[src/verilog/decode_pkg.sv]
// Shared constants for the swap, exclusive-OR and direction-load decoder
package decode_pkg;
  // -------------------------------------------------------------------
  // Instruction word layout
  // -------------------------------------------------------------------
  localparam int unsigned INSN_W = 12;
  localparam int unsigned DATA_W = 8;
  localparam int unsigned ADDR_W = 5;
  localparam int unsigned DEST_BIT = 5;
  // Opcode patterns on bits 11:6
  localparam logic [5:0] SWAP_OPC = 6'h0e;   // 0011 10
  localparam logic [5:0] REGXOR_OPC = 6'h06; // 0001 10
  // Literal exclusive-OR on bits 11:8
  localparam logic [3:0] LITXOR_OPC = 4'hf;  // 1111
  // Direction load: bits 11:3 zero
  localparam logic [8:0] DIRLOAD_OPC = 9'h000;
  // Direction register operands
  localparam logic [2:0] DIR_FIRST = 3'h5;
  localparam logic [2:0] DIR_LAST = 3'h7;
  // -------------------------------------------------------------------
  // Values after reset
  // -------------------------------------------------------------------
  localparam logic [7:0] ACC_RESET = 8'h00;
  localparam logic ZERO_RESET = 1'b0;
  localparam logic [7:0] DIR_RESET = 8'hff;
endpackage : decode_pkg

[src/verilog/swap_xor_dirload_decode.sv]
// Decode and execute of nibble swap, both exclusive-ORs and direction load
module swap_xor_dirload_decode
(
  // Clock and reset
  input wire logic clk,
  input wire logic reset_n,
  // Instruction from program memory, one word a cycle
  input wire logic insn_valid,
  input wire logic [11:0] insn_word,
  // Read data of the addressed file register (same clock, combinational)
  input wire logic [7:0] file_rdata,
  // File register access
  output logic [4:0] file_addr,
  output logic file_we_reg,
  output logic [4:0] file_waddr_reg,
  output logic [7:0] file_wdata_reg,
  // Core state
  output logic [7:0] acc_reg,
  output logic zero_flag_reg,
  output logic [7:0] dir_a_reg,
  output logic [7:0] dir_b_reg,
  output logic [7:0] dir_c_reg
);
  // -------------------------------------------------------------------
  // Decode
  // -------------------------------------------------------------------
  logic is_swap, is_regxor, is_litxor, is_dir, dest_file;
  logic [7:0] swap_val, regxor_val, litxor_val;

  // Zero test shared by both exclusive-OR paths
  function automatic logic is_zero(input logic [7:0] v);
    is_zero = (v == 8'h00);
  endfunction

  // File address is a plain slice so the register file can answer in time
  assign file_addr = insn_word[4:0];
  assign dest_file = insn_word[decode_pkg::DEST_BIT];
  assign is_swap = insn_valid && insn_word[11:6] == decode_pkg::SWAP_OPC;
  assign is_regxor = insn_valid && insn_word[11:6] == decode_pkg::REGXOR_OPC;
  assign is_litxor = insn_valid && insn_word[11:8] == decode_pkg::LITXOR_OPC;
  // Operands outside 5..7 are ignored rather than trapped
  // The compare is unsigned, so operands 0 to 4 fall below the first one
  assign is_dir = insn_valid && insn_word[11:3] == decode_pkg::DIRLOAD_OPC
    && insn_word[2:0] >= decode_pkg::DIR_FIRST;
  assign swap_val = {file_rdata[3:0], file_rdata[7:4]};
  assign litxor_val = acc_reg ^ insn_word[7:0];
  assign regxor_val = acc_reg ^ file_rdata;

  // -------------------------------------------------------------------
  // Accumulator
  // -------------------------------------------------------------------
  // Each instruction retires on the edge that ends its cycle
  always_ff @(posedge clk or negedge reset_n)
  begin
    if (!reset_n)
      acc_reg <= decode_pkg::ACC_RESET;
    else if (is_litxor)
      acc_reg <= litxor_val;
    else if (is_swap && !dest_file)
      acc_reg <= swap_val;
    else if (is_regxor && !dest_file)
      acc_reg <= regxor_val;
  end

  // Zero flag: swap and direction load leave it alone
  always_ff @(posedge clk or negedge reset_n)
  begin
    if (!reset_n)
      zero_flag_reg <= decode_pkg::ZERO_RESET;
    else if (is_litxor)
      zero_flag_reg <= is_zero(litxor_val);
    else if (is_regxor)
      zero_flag_reg <= is_zero(regxor_val);
  end

  // -------------------------------------------------------------------
  // File register write-back
  // -------------------------------------------------------------------
  // Address and data follow every cycle; only the strobe says they count
  // Saves a mux per bit, at the price of idle toggling on the write bus
  always_ff @(posedge clk or negedge reset_n)
  begin
    if (!reset_n)
    begin
      file_we_reg <= 1'b0;
      file_waddr_reg <= 5'h00;
      file_wdata_reg <= 8'h00;
    end
    else
    begin
      file_we_reg <= (is_swap || is_regxor) && dest_file;
      file_waddr_reg <= insn_word[4:0];
      file_wdata_reg <= is_swap ? swap_val : regxor_val;
    end
  end

  // -------------------------------------------------------------------
  // Port direction registers
  // -------------------------------------------------------------------
  // Reset to all inputs so pins do not drive before software decides
  always_ff @(posedge clk or negedge reset_n)
  begin
    if (!reset_n)
    begin
      dir_a_reg <= decode_pkg::DIR_RESET;
      dir_b_reg <= decode_pkg::DIR_RESET;
      dir_c_reg <= decode_pkg::DIR_RESET;
    end
    else if (is_dir)
    begin
      case (insn_word[2:0])
        3'h5: dir_a_reg <= acc_reg;
        3'h6: dir_b_reg <= acc_reg;
        3'h7: dir_c_reg <= acc_reg;
        default: ;
      endcase
    end
  end

  // -------------------------------------------------------------------
  // Checks: accumulator and zero flag
  // -------------------------------------------------------------------
  // Literal path reads the accumulator as it stood before the edge
  a_litxor_result: assert property (@(posedge clk) disable iff (!reset_n)
    is_litxor |=> acc_reg == $past(acc_reg ^ insn_word[7:0]))
    else $error("literal xor result wrong");
  // A zero result must set the flag and any other value must clear it
  a_litxor_zero: assert property (@(posedge clk) disable iff (!reset_n)
    is_litxor |=> zero_flag_reg == (($past(acc_reg) ^ $past(insn_word[7:0])) == 8'h00))
    else $error("zero flag wrong after literal xor");
  // Zero follows the register result whichever destination it went to
  a_zero_tracks: assert property (@(posedge clk) disable iff (!reset_n)
    is_regxor |=> zero_flag_reg == (($past(acc_reg) ^ $past(file_rdata)) == 8'h00))
    else $error("zero flag wrong after register xor");
  // Register result aimed at the accumulator must not also be written back
  a_regxor_acc: assert property (@(posedge clk) disable iff (!reset_n)
    is_regxor && !dest_file |=> acc_reg == ($past(acc_reg) ^ $past(file_rdata)) && !file_we_reg)
    else $error("register xor to accumulator wrong");
  // Register result aimed at the file leaves the accumulator alone
  a_regxor_keep: assert property (@(posedge clk) disable iff (!reset_n)
    is_regxor && dest_file |=> $stable(acc_reg))
    else $error("register xor to file touched accumulator");
  // An empty cycle retires nothing
  a_idle_quiet: assert property (@(posedge clk) disable iff (!reset_n)
    !insn_valid |=> $stable(acc_reg) && $stable(zero_flag_reg) && !file_we_reg)
    else $error("state changed without an instruction");

  // -------------------------------------------------------------------
  // Checks: nibble swap
  // -------------------------------------------------------------------
  // Swap is a pure move, so the zero flag must not budge
  a_swap_flags: assert property (@(posedge clk) disable iff (!reset_n)
    is_swap |=> $stable(zero_flag_reg))
    else $error("swap changed zero flag");
  // Destination bit clear: nibbles land in the accumulator only
  a_swap_acc: assert property (@(posedge clk) disable iff (!reset_n)
    is_swap && !dest_file |=> acc_reg == {$past(file_rdata[3:0]), $past(file_rdata[7:4])}
      && !file_we_reg)
    else $error("swap to accumulator wrong");
  // Destination bit set: nibbles go back to the register file
  a_swap_file: assert property (@(posedge clk) disable iff (!reset_n)
    is_swap && dest_file |=> file_we_reg && $stable(acc_reg)
      && file_wdata_reg == {$past(file_rdata[3:0]), $past(file_rdata[7:4])})
    else $error("swap to file wrong");
  // The write lands on the register that was read
  a_swap_addr: assert property (@(posedge clk) disable iff (!reset_n)
    is_swap && dest_file |=> file_waddr_reg == $past(insn_word[4:0]))
    else $error("swap wrote the wrong register");

  // -------------------------------------------------------------------
  // Checks: file write-back
  // -------------------------------------------------------------------
  // Address and data must travel with the strobe
  a_regxor_file: assert property (@(posedge clk) disable iff (!reset_n)
    is_regxor && dest_file |=> file_we_reg && file_wdata_reg == ($past(acc_reg) ^ $past(file_rdata))
      && file_waddr_reg == $past(insn_word[4:0]))
    else $error("register xor to file wrong");
  // A stray strobe would corrupt the register file silently
  a_write_cause: assert property (@(posedge clk) disable iff (!reset_n)
    file_we_reg |-> $past((is_swap || is_regxor) && dest_file))
    else $error("file write without cause");
  // The literal path has no file destination at all
  a_litxor_nowrite: assert property (@(posedge clk) disable iff (!reset_n)
    is_litxor |=> !file_we_reg)
    else $error("literal xor wrote the register file");

  // -------------------------------------------------------------------
  // Checks: direction registers
  // -------------------------------------------------------------------
  // Middle operand loads the second register
  a_dir_load: assert property (@(posedge clk) disable iff (!reset_n)
    is_dir && insn_word[2:0] == 3'h6 |=> dir_b_reg == $past(acc_reg) && $stable(zero_flag_reg))
    else $error("direction load wrong");
  // First operand loads only the first register
  a_dir_first: assert property (@(posedge clk) disable iff (!reset_n)
    is_dir && insn_word[2:0] == 3'h5 |=> dir_a_reg == $past(acc_reg)
      && $stable(dir_b_reg) && $stable(dir_c_reg))
    else $error("first direction load wrong");
  // Last operand loads only the last register
  a_dir_last: assert property (@(posedge clk) disable iff (!reset_n)
    is_dir && insn_word[2:0] == 3'h7 |=> dir_c_reg == $past(acc_reg)
      && $stable(dir_a_reg) && $stable(dir_b_reg))
    else $error("last direction load wrong");
  // Direction load touches neither flags, accumulator nor register file
  a_dir_flags: assert property (@(posedge clk) disable iff (!reset_n)
    is_dir |=> $stable(zero_flag_reg) && $stable(acc_reg) && !file_we_reg)
    else $error("direction load disturbed core state");
  // Operands 0 to 4 in the load pattern must change nothing
  a_dir_refused: assert property (@(posedge clk) disable iff (!reset_n)
    insn_valid && insn_word[11:3] == 9'h000 && insn_word[2:0] < 3'h5
      |=> $stable(dir_a_reg) && $stable(dir_b_reg) && $stable(dir_c_reg))
    else $error("direction register loaded by bad operand");
  // Nothing else may reach the direction registers
  a_dir_quiet: assert property (@(posedge clk) disable iff (!reset_n)
    !is_dir |=> $stable(dir_a_reg) && $stable(dir_b_reg) && $stable(dir_c_reg))
    else $error("direction register changed unasked");
endmodule // swap_xor_dirload_decode

[config.mk]
export PLATFORM = sky130hd
export DESIGN_NAME = swap_xor_dirload_decode
export DESIGN_NICKNAME = d
export VERILOG_FILES = /design/src/verilog/decode_pkg.sv /design/src/verilog/swap_xor_dirload_decode.sv
export SDC_FILE = /design/constraint.sdc
export NUM_CORES = 1
export LEC_CHECK = 0
export BUFFER_PORTS_ARGS = -buffer_cell sky130_fd_sc_hd__buf_2
export CORE_MARGIN = 2
export CORE_UTILIZATION = 29
export DETAILED_ROUTE_END_ITERATION = 8
export HOLD_SLACK_MARGIN = 0.05
export PLACE_DENSITY = 0.47
export SLEW_MARGIN = 20
export SYNTH_ARGS = -nofsm -noshare
export SYNTH_HDL_FRONTEND = slang
export SYNTH_SLANG_ARGS = --single-unit
[constraint.sdc]
create_clock -name clk -period 1.55 [get_ports clk]
set_clock_uncertainty 0.05 [all_clocks]
set_input_delay 0.155 -clock clk [delete_from_list [all_inputs] [get_ports clk]]
set_output_delay 0.155 -clock clk [all_outputs]
set_load 0.02 [all_outputs]
==> results.toml, run 1 <==
[placed_design]
dp_slack_ps = -75.9
gp_congestion = 0.841
dp_hpwl_mm = 4.51
io_buffers = 74

[logic_synthesis]
avgSynthCellArea_um2 = 14.2
synth_top_area_share_pct = 26.3
yosys_warnings = 0
mappedNetlistArea_mm2 = 0.00240
synth.ff_latch_count = 47
synth_nets = 192
yosysSeqAreaShare_pct = 50.3
synth.distinct_cells = 37
synthCells = 169
yosysTopAreaCell = "dfstp_2"
synth.area.top_cells = "dfstp_2 (26%), dfrtp_1 (24%), mux2_2 (15%), xor2_1 (5.8%), mux2_4 (5.0%)"

[power]
seqPwrFrac_pct = 42.7
clkPwrFrac_pct = 26.5
netSwitchingPower_mw = 1.21
p_int_mw = 2.33
p_leak_nw = 1.50
power_frac_comb_pct = 30.8
power.density_mw_per_mm2 = 1130
peakVddDrop_mv = 0.475
switching_share_pct = 34.2
p_total_mw = 3.55

[floorplanning]
die_area_mm2 = 0.00901
die_x_um = 94.9
dieHeight_um = 94.9
initial_utilization_pct = 29.5
row_count = 33
ios = 75
core_area_mm2 = 0.00813

[sta]
min_period_ps = 1480
slew_viol_final = 0
setup_viol = 0
finalCritPeriodShare_pct = 95.7
max_freq_mhz = 674
setup_slack_ps = 67.0
timing_worst_slew_pin_value_ps = 408
maxSlewHeadroom_pct = 72.8
hold_viol_final = 0
rsz0062_at_grt = "no"

[cts]
clk_latency_ps = 300
cts_tree = "built"
cts_num_sinks = 47
cts.clk_slew.worst_paths_ps = 90
htree_levels = 2
cts_buffers = 5
cts-root-buf = "clkbuf_8"
clock_path_buffers = 2

[route]
detail-route-antenna-nets = 0
wl_met1_mm = 2.63
route.detailed.drc = 0
vias_per_cell = 4.63
wl_met2_mm = 3.03
routedWlPerCell_um = 16.1
drtIter0Drc = 40
first_pass_iters = 4
vias = 1699
drt_wl_total_mm = 5.92
highest_layer = "met4"
wl_met3_um = 228

[grt]
grt_pass1_wl_mm = 8.98
gr-total-overflow = 0
grt_usage_pct = 13.4
grt_max_degree = 33
grt_pass1_vias = 1646
antenna_found_initial = 0

[worst_setup_path]
r2r_setup_slack_ps = 110
r2r_end = "zero_flag_reg"
arrival_ps = 1650
critPathKind = "input pin to flip-flop"
worstSetupStartpointType = "input pin"
cp_max_fo = 8
r2r-start = "acc_reg[7]"
worst-r2r-cell-count = 4
critPathRequiredTime_ps = 1720
end_kind = "flip-flop"

[layout]
layout-drive-gt1-share_pct = 69.5
antennaDiodeCount = 0
syn_to_final_growth_pct = 30.7
nets = 284

[worst_hold_path]
min_path_cells = 2
hold_path_class = "input pin to flip-flop"
min_from = "file_rdata[5]"
holdPathEnd = "file_wdata_reg[1]"

[outcome]
status = "finished, final reports clean"

[job]
cap_violations = 0
-- cells in the mapped netlist (all sizes together) --
cell type	instances
nor3b	1
a31oi	1
clkbuf	7
o21a	7
and3b	1
nand3	3
xor2	16
nor4b	2
nor2	1
o21ai	1
nand2	1
dfrtp	23
a32oi	7
dfstp	24
a21oi	1
nand4b	1
mux2i	8
buf	11
nand3b	1
a211oi	1
and2	1
nand4	1
nor3	1
nor4	5
a32o	1
and3	3
mux2	39
-- per-stage QoR --
stage | area (um^2) | hold slack [ps] | instances | util (%) | TNS (ps)
after floorplan | 2400 | -191 | 169 | - | 0
after global placement | 2990 | 65.5 | 356 | 36.7 | -753
after detailed placement | 2990 | 67.5 | 356 | 36.7 | -1200
after CTS | 3130 | 53.1 | 367 | 38.5 | 0
after global routing | 3130 | 64.9 | 367 | 38.5 | 0
final | 3130 | 78.6 | 367 | 38.5 | 0
-- cell type report --
| class | instances | area, um^2 |
|---|---|---|
| repair buffers | 103 | 621 |
| well taps | 105 | 131 |
| clock buffers | 5 | 68.8 |
| flip-flops and latches | 47 | 1210 |
| fillers | 809 | 5000 |
| multi-input cells | 104 | 1060 |
| clock inverters | 3 | 47.5 |
-- cells by family after synthesis --
kind of cell / synth area share [%]
multiplexers: 22.9
AND/OR/NAND/NOR: 9.29
buffers and inverters: 5.48
AO/OA/AOI/OAI: 6.16
XOR/XNOR: 5.85
flip-flops: 50.3
-- placed cells by master (no fill, tap or decap), types with 2 or more instances in the layout --
cell / n
xor2_1: 16
nor4_1: 4
mux2_4: 8
dlygate4sd3_1: 3
buf_12: 2
clkbuf_8: 5
dfrtp_1: 23
mux2i_1: 8
o21a_1: 7
buf_4: 24
a32oi_1: 7
buf_2: 74
nor4b_2: 2
mux2_2: 31
dfstp_2: 24
-- power by group through the flow --
stage               Clock, mW  Combinational (mW)  Sequential [mW]
finish                  0.941                1.09             1.51
global route             1.04                1.19             1.54
CTS                     0.991                1.11             1.52
detailed placement          0                1.10             1.54
global placement            0                1.10             1.54
floorplan                   0               0.522             1.68
-- metal layers --
metal	vias up	global-route usage [%]
li1	797	-
met4	0	3.99
met5	-	0
met3	2	2.31
met1	861	18.2
met2	39	22.0
-- worst max-delay path, cell delays in order --
cell and delay (ps):
dlygate4sd3_1 550, buf_2 190, xor2_1 160, nor4_1 320, a21oi_1 110, a31oi_1 160
-- how the worst max path moves through the flow --
stage / slack (ps) / startpoint / endpoint / cells past startpoint
final: 70 / insn_word[0] / zero_flag_reg / 6
after floorplan: 120 / acc_reg[2] / zero_flag_reg / 5
after global routing: 30 / insn_word[0] / zero_flag_reg / 6
after global placement: -50 / insn_word[4] / dir_a_reg[4] / 6
after detailed placement: -80 / insn_word[4] / dir_a_reg[7] / 6
after CTS: 110 / insn_word[0] / zero_flag_reg / 6
-- timing repair --
| item | in CTS | in global routing |
|---|---|---|
| hold buffers | 3 | 0 |
| resized for setup | 0 | 0 |
| endpoints found under the hold margin | 17 | 0 |
| buffers inserted | 0 | 0 |
No activity file was read; power rests on OpenSTA's default activity.
==> inputs of run 2 (changes only) <==
Settings changed: PLACE_DENSITY 0.47 to 0.49.
Clock period 1.55 ns to 1.35 ns, I/O delays scaled along.
==> results.toml, run 2 (synthesized netlist as in run 1, its figures left out) <==
[outcome]
status = "finished, final reports clean"

[worst_setup_path]
crit_buf_inv = 0
worstSetupStartpointType = "flip-flop"
crit_family = "flip-flops"
critPathKind = "flip-flop to flip-flop"
startpoint = "acc_reg[2]"
r2r-start = "acc_reg[2]"
cpMaxStageDelayCell = "dfrtp_2"
end_kind = "flip-flop"
worstPathCellList = "xor2_1, nor4_1, nand4b_1, a31oi_1"
critPathRequiredTime_ps = 1530
arrival_ps = 1530
cp_slowest_stage_delay_ps = 450
cp_max_fo = 4
r2r_setup_slack_ps = 3

[layout]
nets = 290
fill_cells = 812
antennaDiodeCount = 0
syn_to_final_growth_pct = 34.6
layout_common_cells = "buf_2 (74), mux2_2 (31), buf_4 (28)"
finalNonFillerCells = 373
layout-drive-gt1-share_pct = 73.5
final_common_cell = "buf_2"

[grt]
gr-total-overflow = 0
antenna_found_initial = 0
grt_usage_pct = 14.1
grt_pass1_wl_mm = 9.40
grt_pass1_vias = 1724
grt_max_degree = 48

[sta]
rsz0062_at_grt = "yes"
setup_viol = 0
hold_viol_final = 0
slew_viol_final = 0
min_period_ps = 1350
finalCritPeriodShare_pct = 99.8
setup_slack_ps = 2.93
maxSlewHeadroom_pct = 77.6
max_freq_mhz = 742
timing_worst_slew_pin_value_ps = 335
tns_ps = 0

[route]
highest_layer = "met4"
route.detailed.drc = 0
detail-route-antenna-nets = 0
vias_per_cell = 4.57
wl_met1_mm = 2.77
drtIter0Drc = 72
drt_wl_total_mm = 5.96
first_pass_iters = 4
vias = 1705
wl_met2_mm = 2.90
routedWlPerCell_um = 16.0
wl_met3_um = 220

[floorplanning]
die_x_um = 94.9
ios = 75
dieHeight_um = 94.9
initial_utilization_pct = 29.5
row_count = 33
die_area_mm2 = 0.00901
core_area_mm2 = 0.00813

[power]
p_leak_nw = 1.53
p_total_mw = 3.99
power.density_mw_per_mm2 = 1240
peakVddDrop_mv = 0.449

[cts]
cts_buffers = 5
clk_latency_ps = 300
cts_num_sinks = 47
clock_path_buffers = 2
cts.clk_slew.worst_paths_ps = 100
htree_levels = 2
cts_tree = "built"
cts-root-buf = "clkbuf_8"

[placed_design]
dp_hpwl_mm = 4.54
io_buffers = 74
gp_congestion = 0.793
dp_slack_ps = -205
place_inst = 360

[worst_hold_path]
hold_path_class = "input pin to flip-flop"
min_from = "file_rdata[3]"

[job]
cap_violations = 0
-- run 2: cell types whose count changed in the layout (fill, tap and decap cells not counted), sizes merged --
cell         delta
dlygate4sd3     +1
clkbuf          +1
clkinv          -1
inv             +1
buf             +5
bufinv          -1
-- run 2: cell type report --
class,instances,area [um^2],share of cell area (%)
Clock inverter,2,15.0,0.465
Tap cell,105,131,4.07
Clock buffer,6,72.6,2.25
Multi-Input combinational cell,104,1110,34.5
Timing Repair Buffer,109,681,21.1
Sequential cell,47,1210,37.6
-- run 2: timing repair --
action                     4_1_cts  5_1_grt
setup endpoints to repair        1        4
buffers inserted                 1        0
gates resized for setup          1        2
hold endpoints to repair        50        0
pin swaps                        3        3
hold buffers                     4        0
-- run 2: where the power goes --
group	total (mW)	switching, mW	internal [mW]	leakage (nW)
registers	1.75	0.148	1.61	0.511
logic	1.34	0.760	0.576	0.968
clock network	0.899	0.524	0.375	0.0461
-- run 2: per-layer routing --
metal	track usage [%]	up-vias
li1	-	805
met1	18.9	857
met2	23.5	38
met3	2.23	5
met4	3.62	0
met5	0	-
-- run 2: path summary, 6_finish.rpt --
path                                      to  depth (start not counted)
min                        file_wdata_reg[7]                          2
max in group asynchronous       dir_b_reg[1]                          3
max reg2reg                    zero_flag_reg                          4
min in group asynchronous  file_wdata_reg[6]                          3
min reg2reg                    zero_flag_reg                          2
max                            zero_flag_reg                          4
-- run 2: stage by stage --
stage	hold slack (ps)	area, um^2	utilization, %
after global routing	57.6	3230	39.7
after CTS	54.4	3210	39.5
final	56.8	3230	39.7
after floorplan	-211	2480	-
after global placement	89.0	3070	37.7
after detailed placement	94.9	3070	37.7
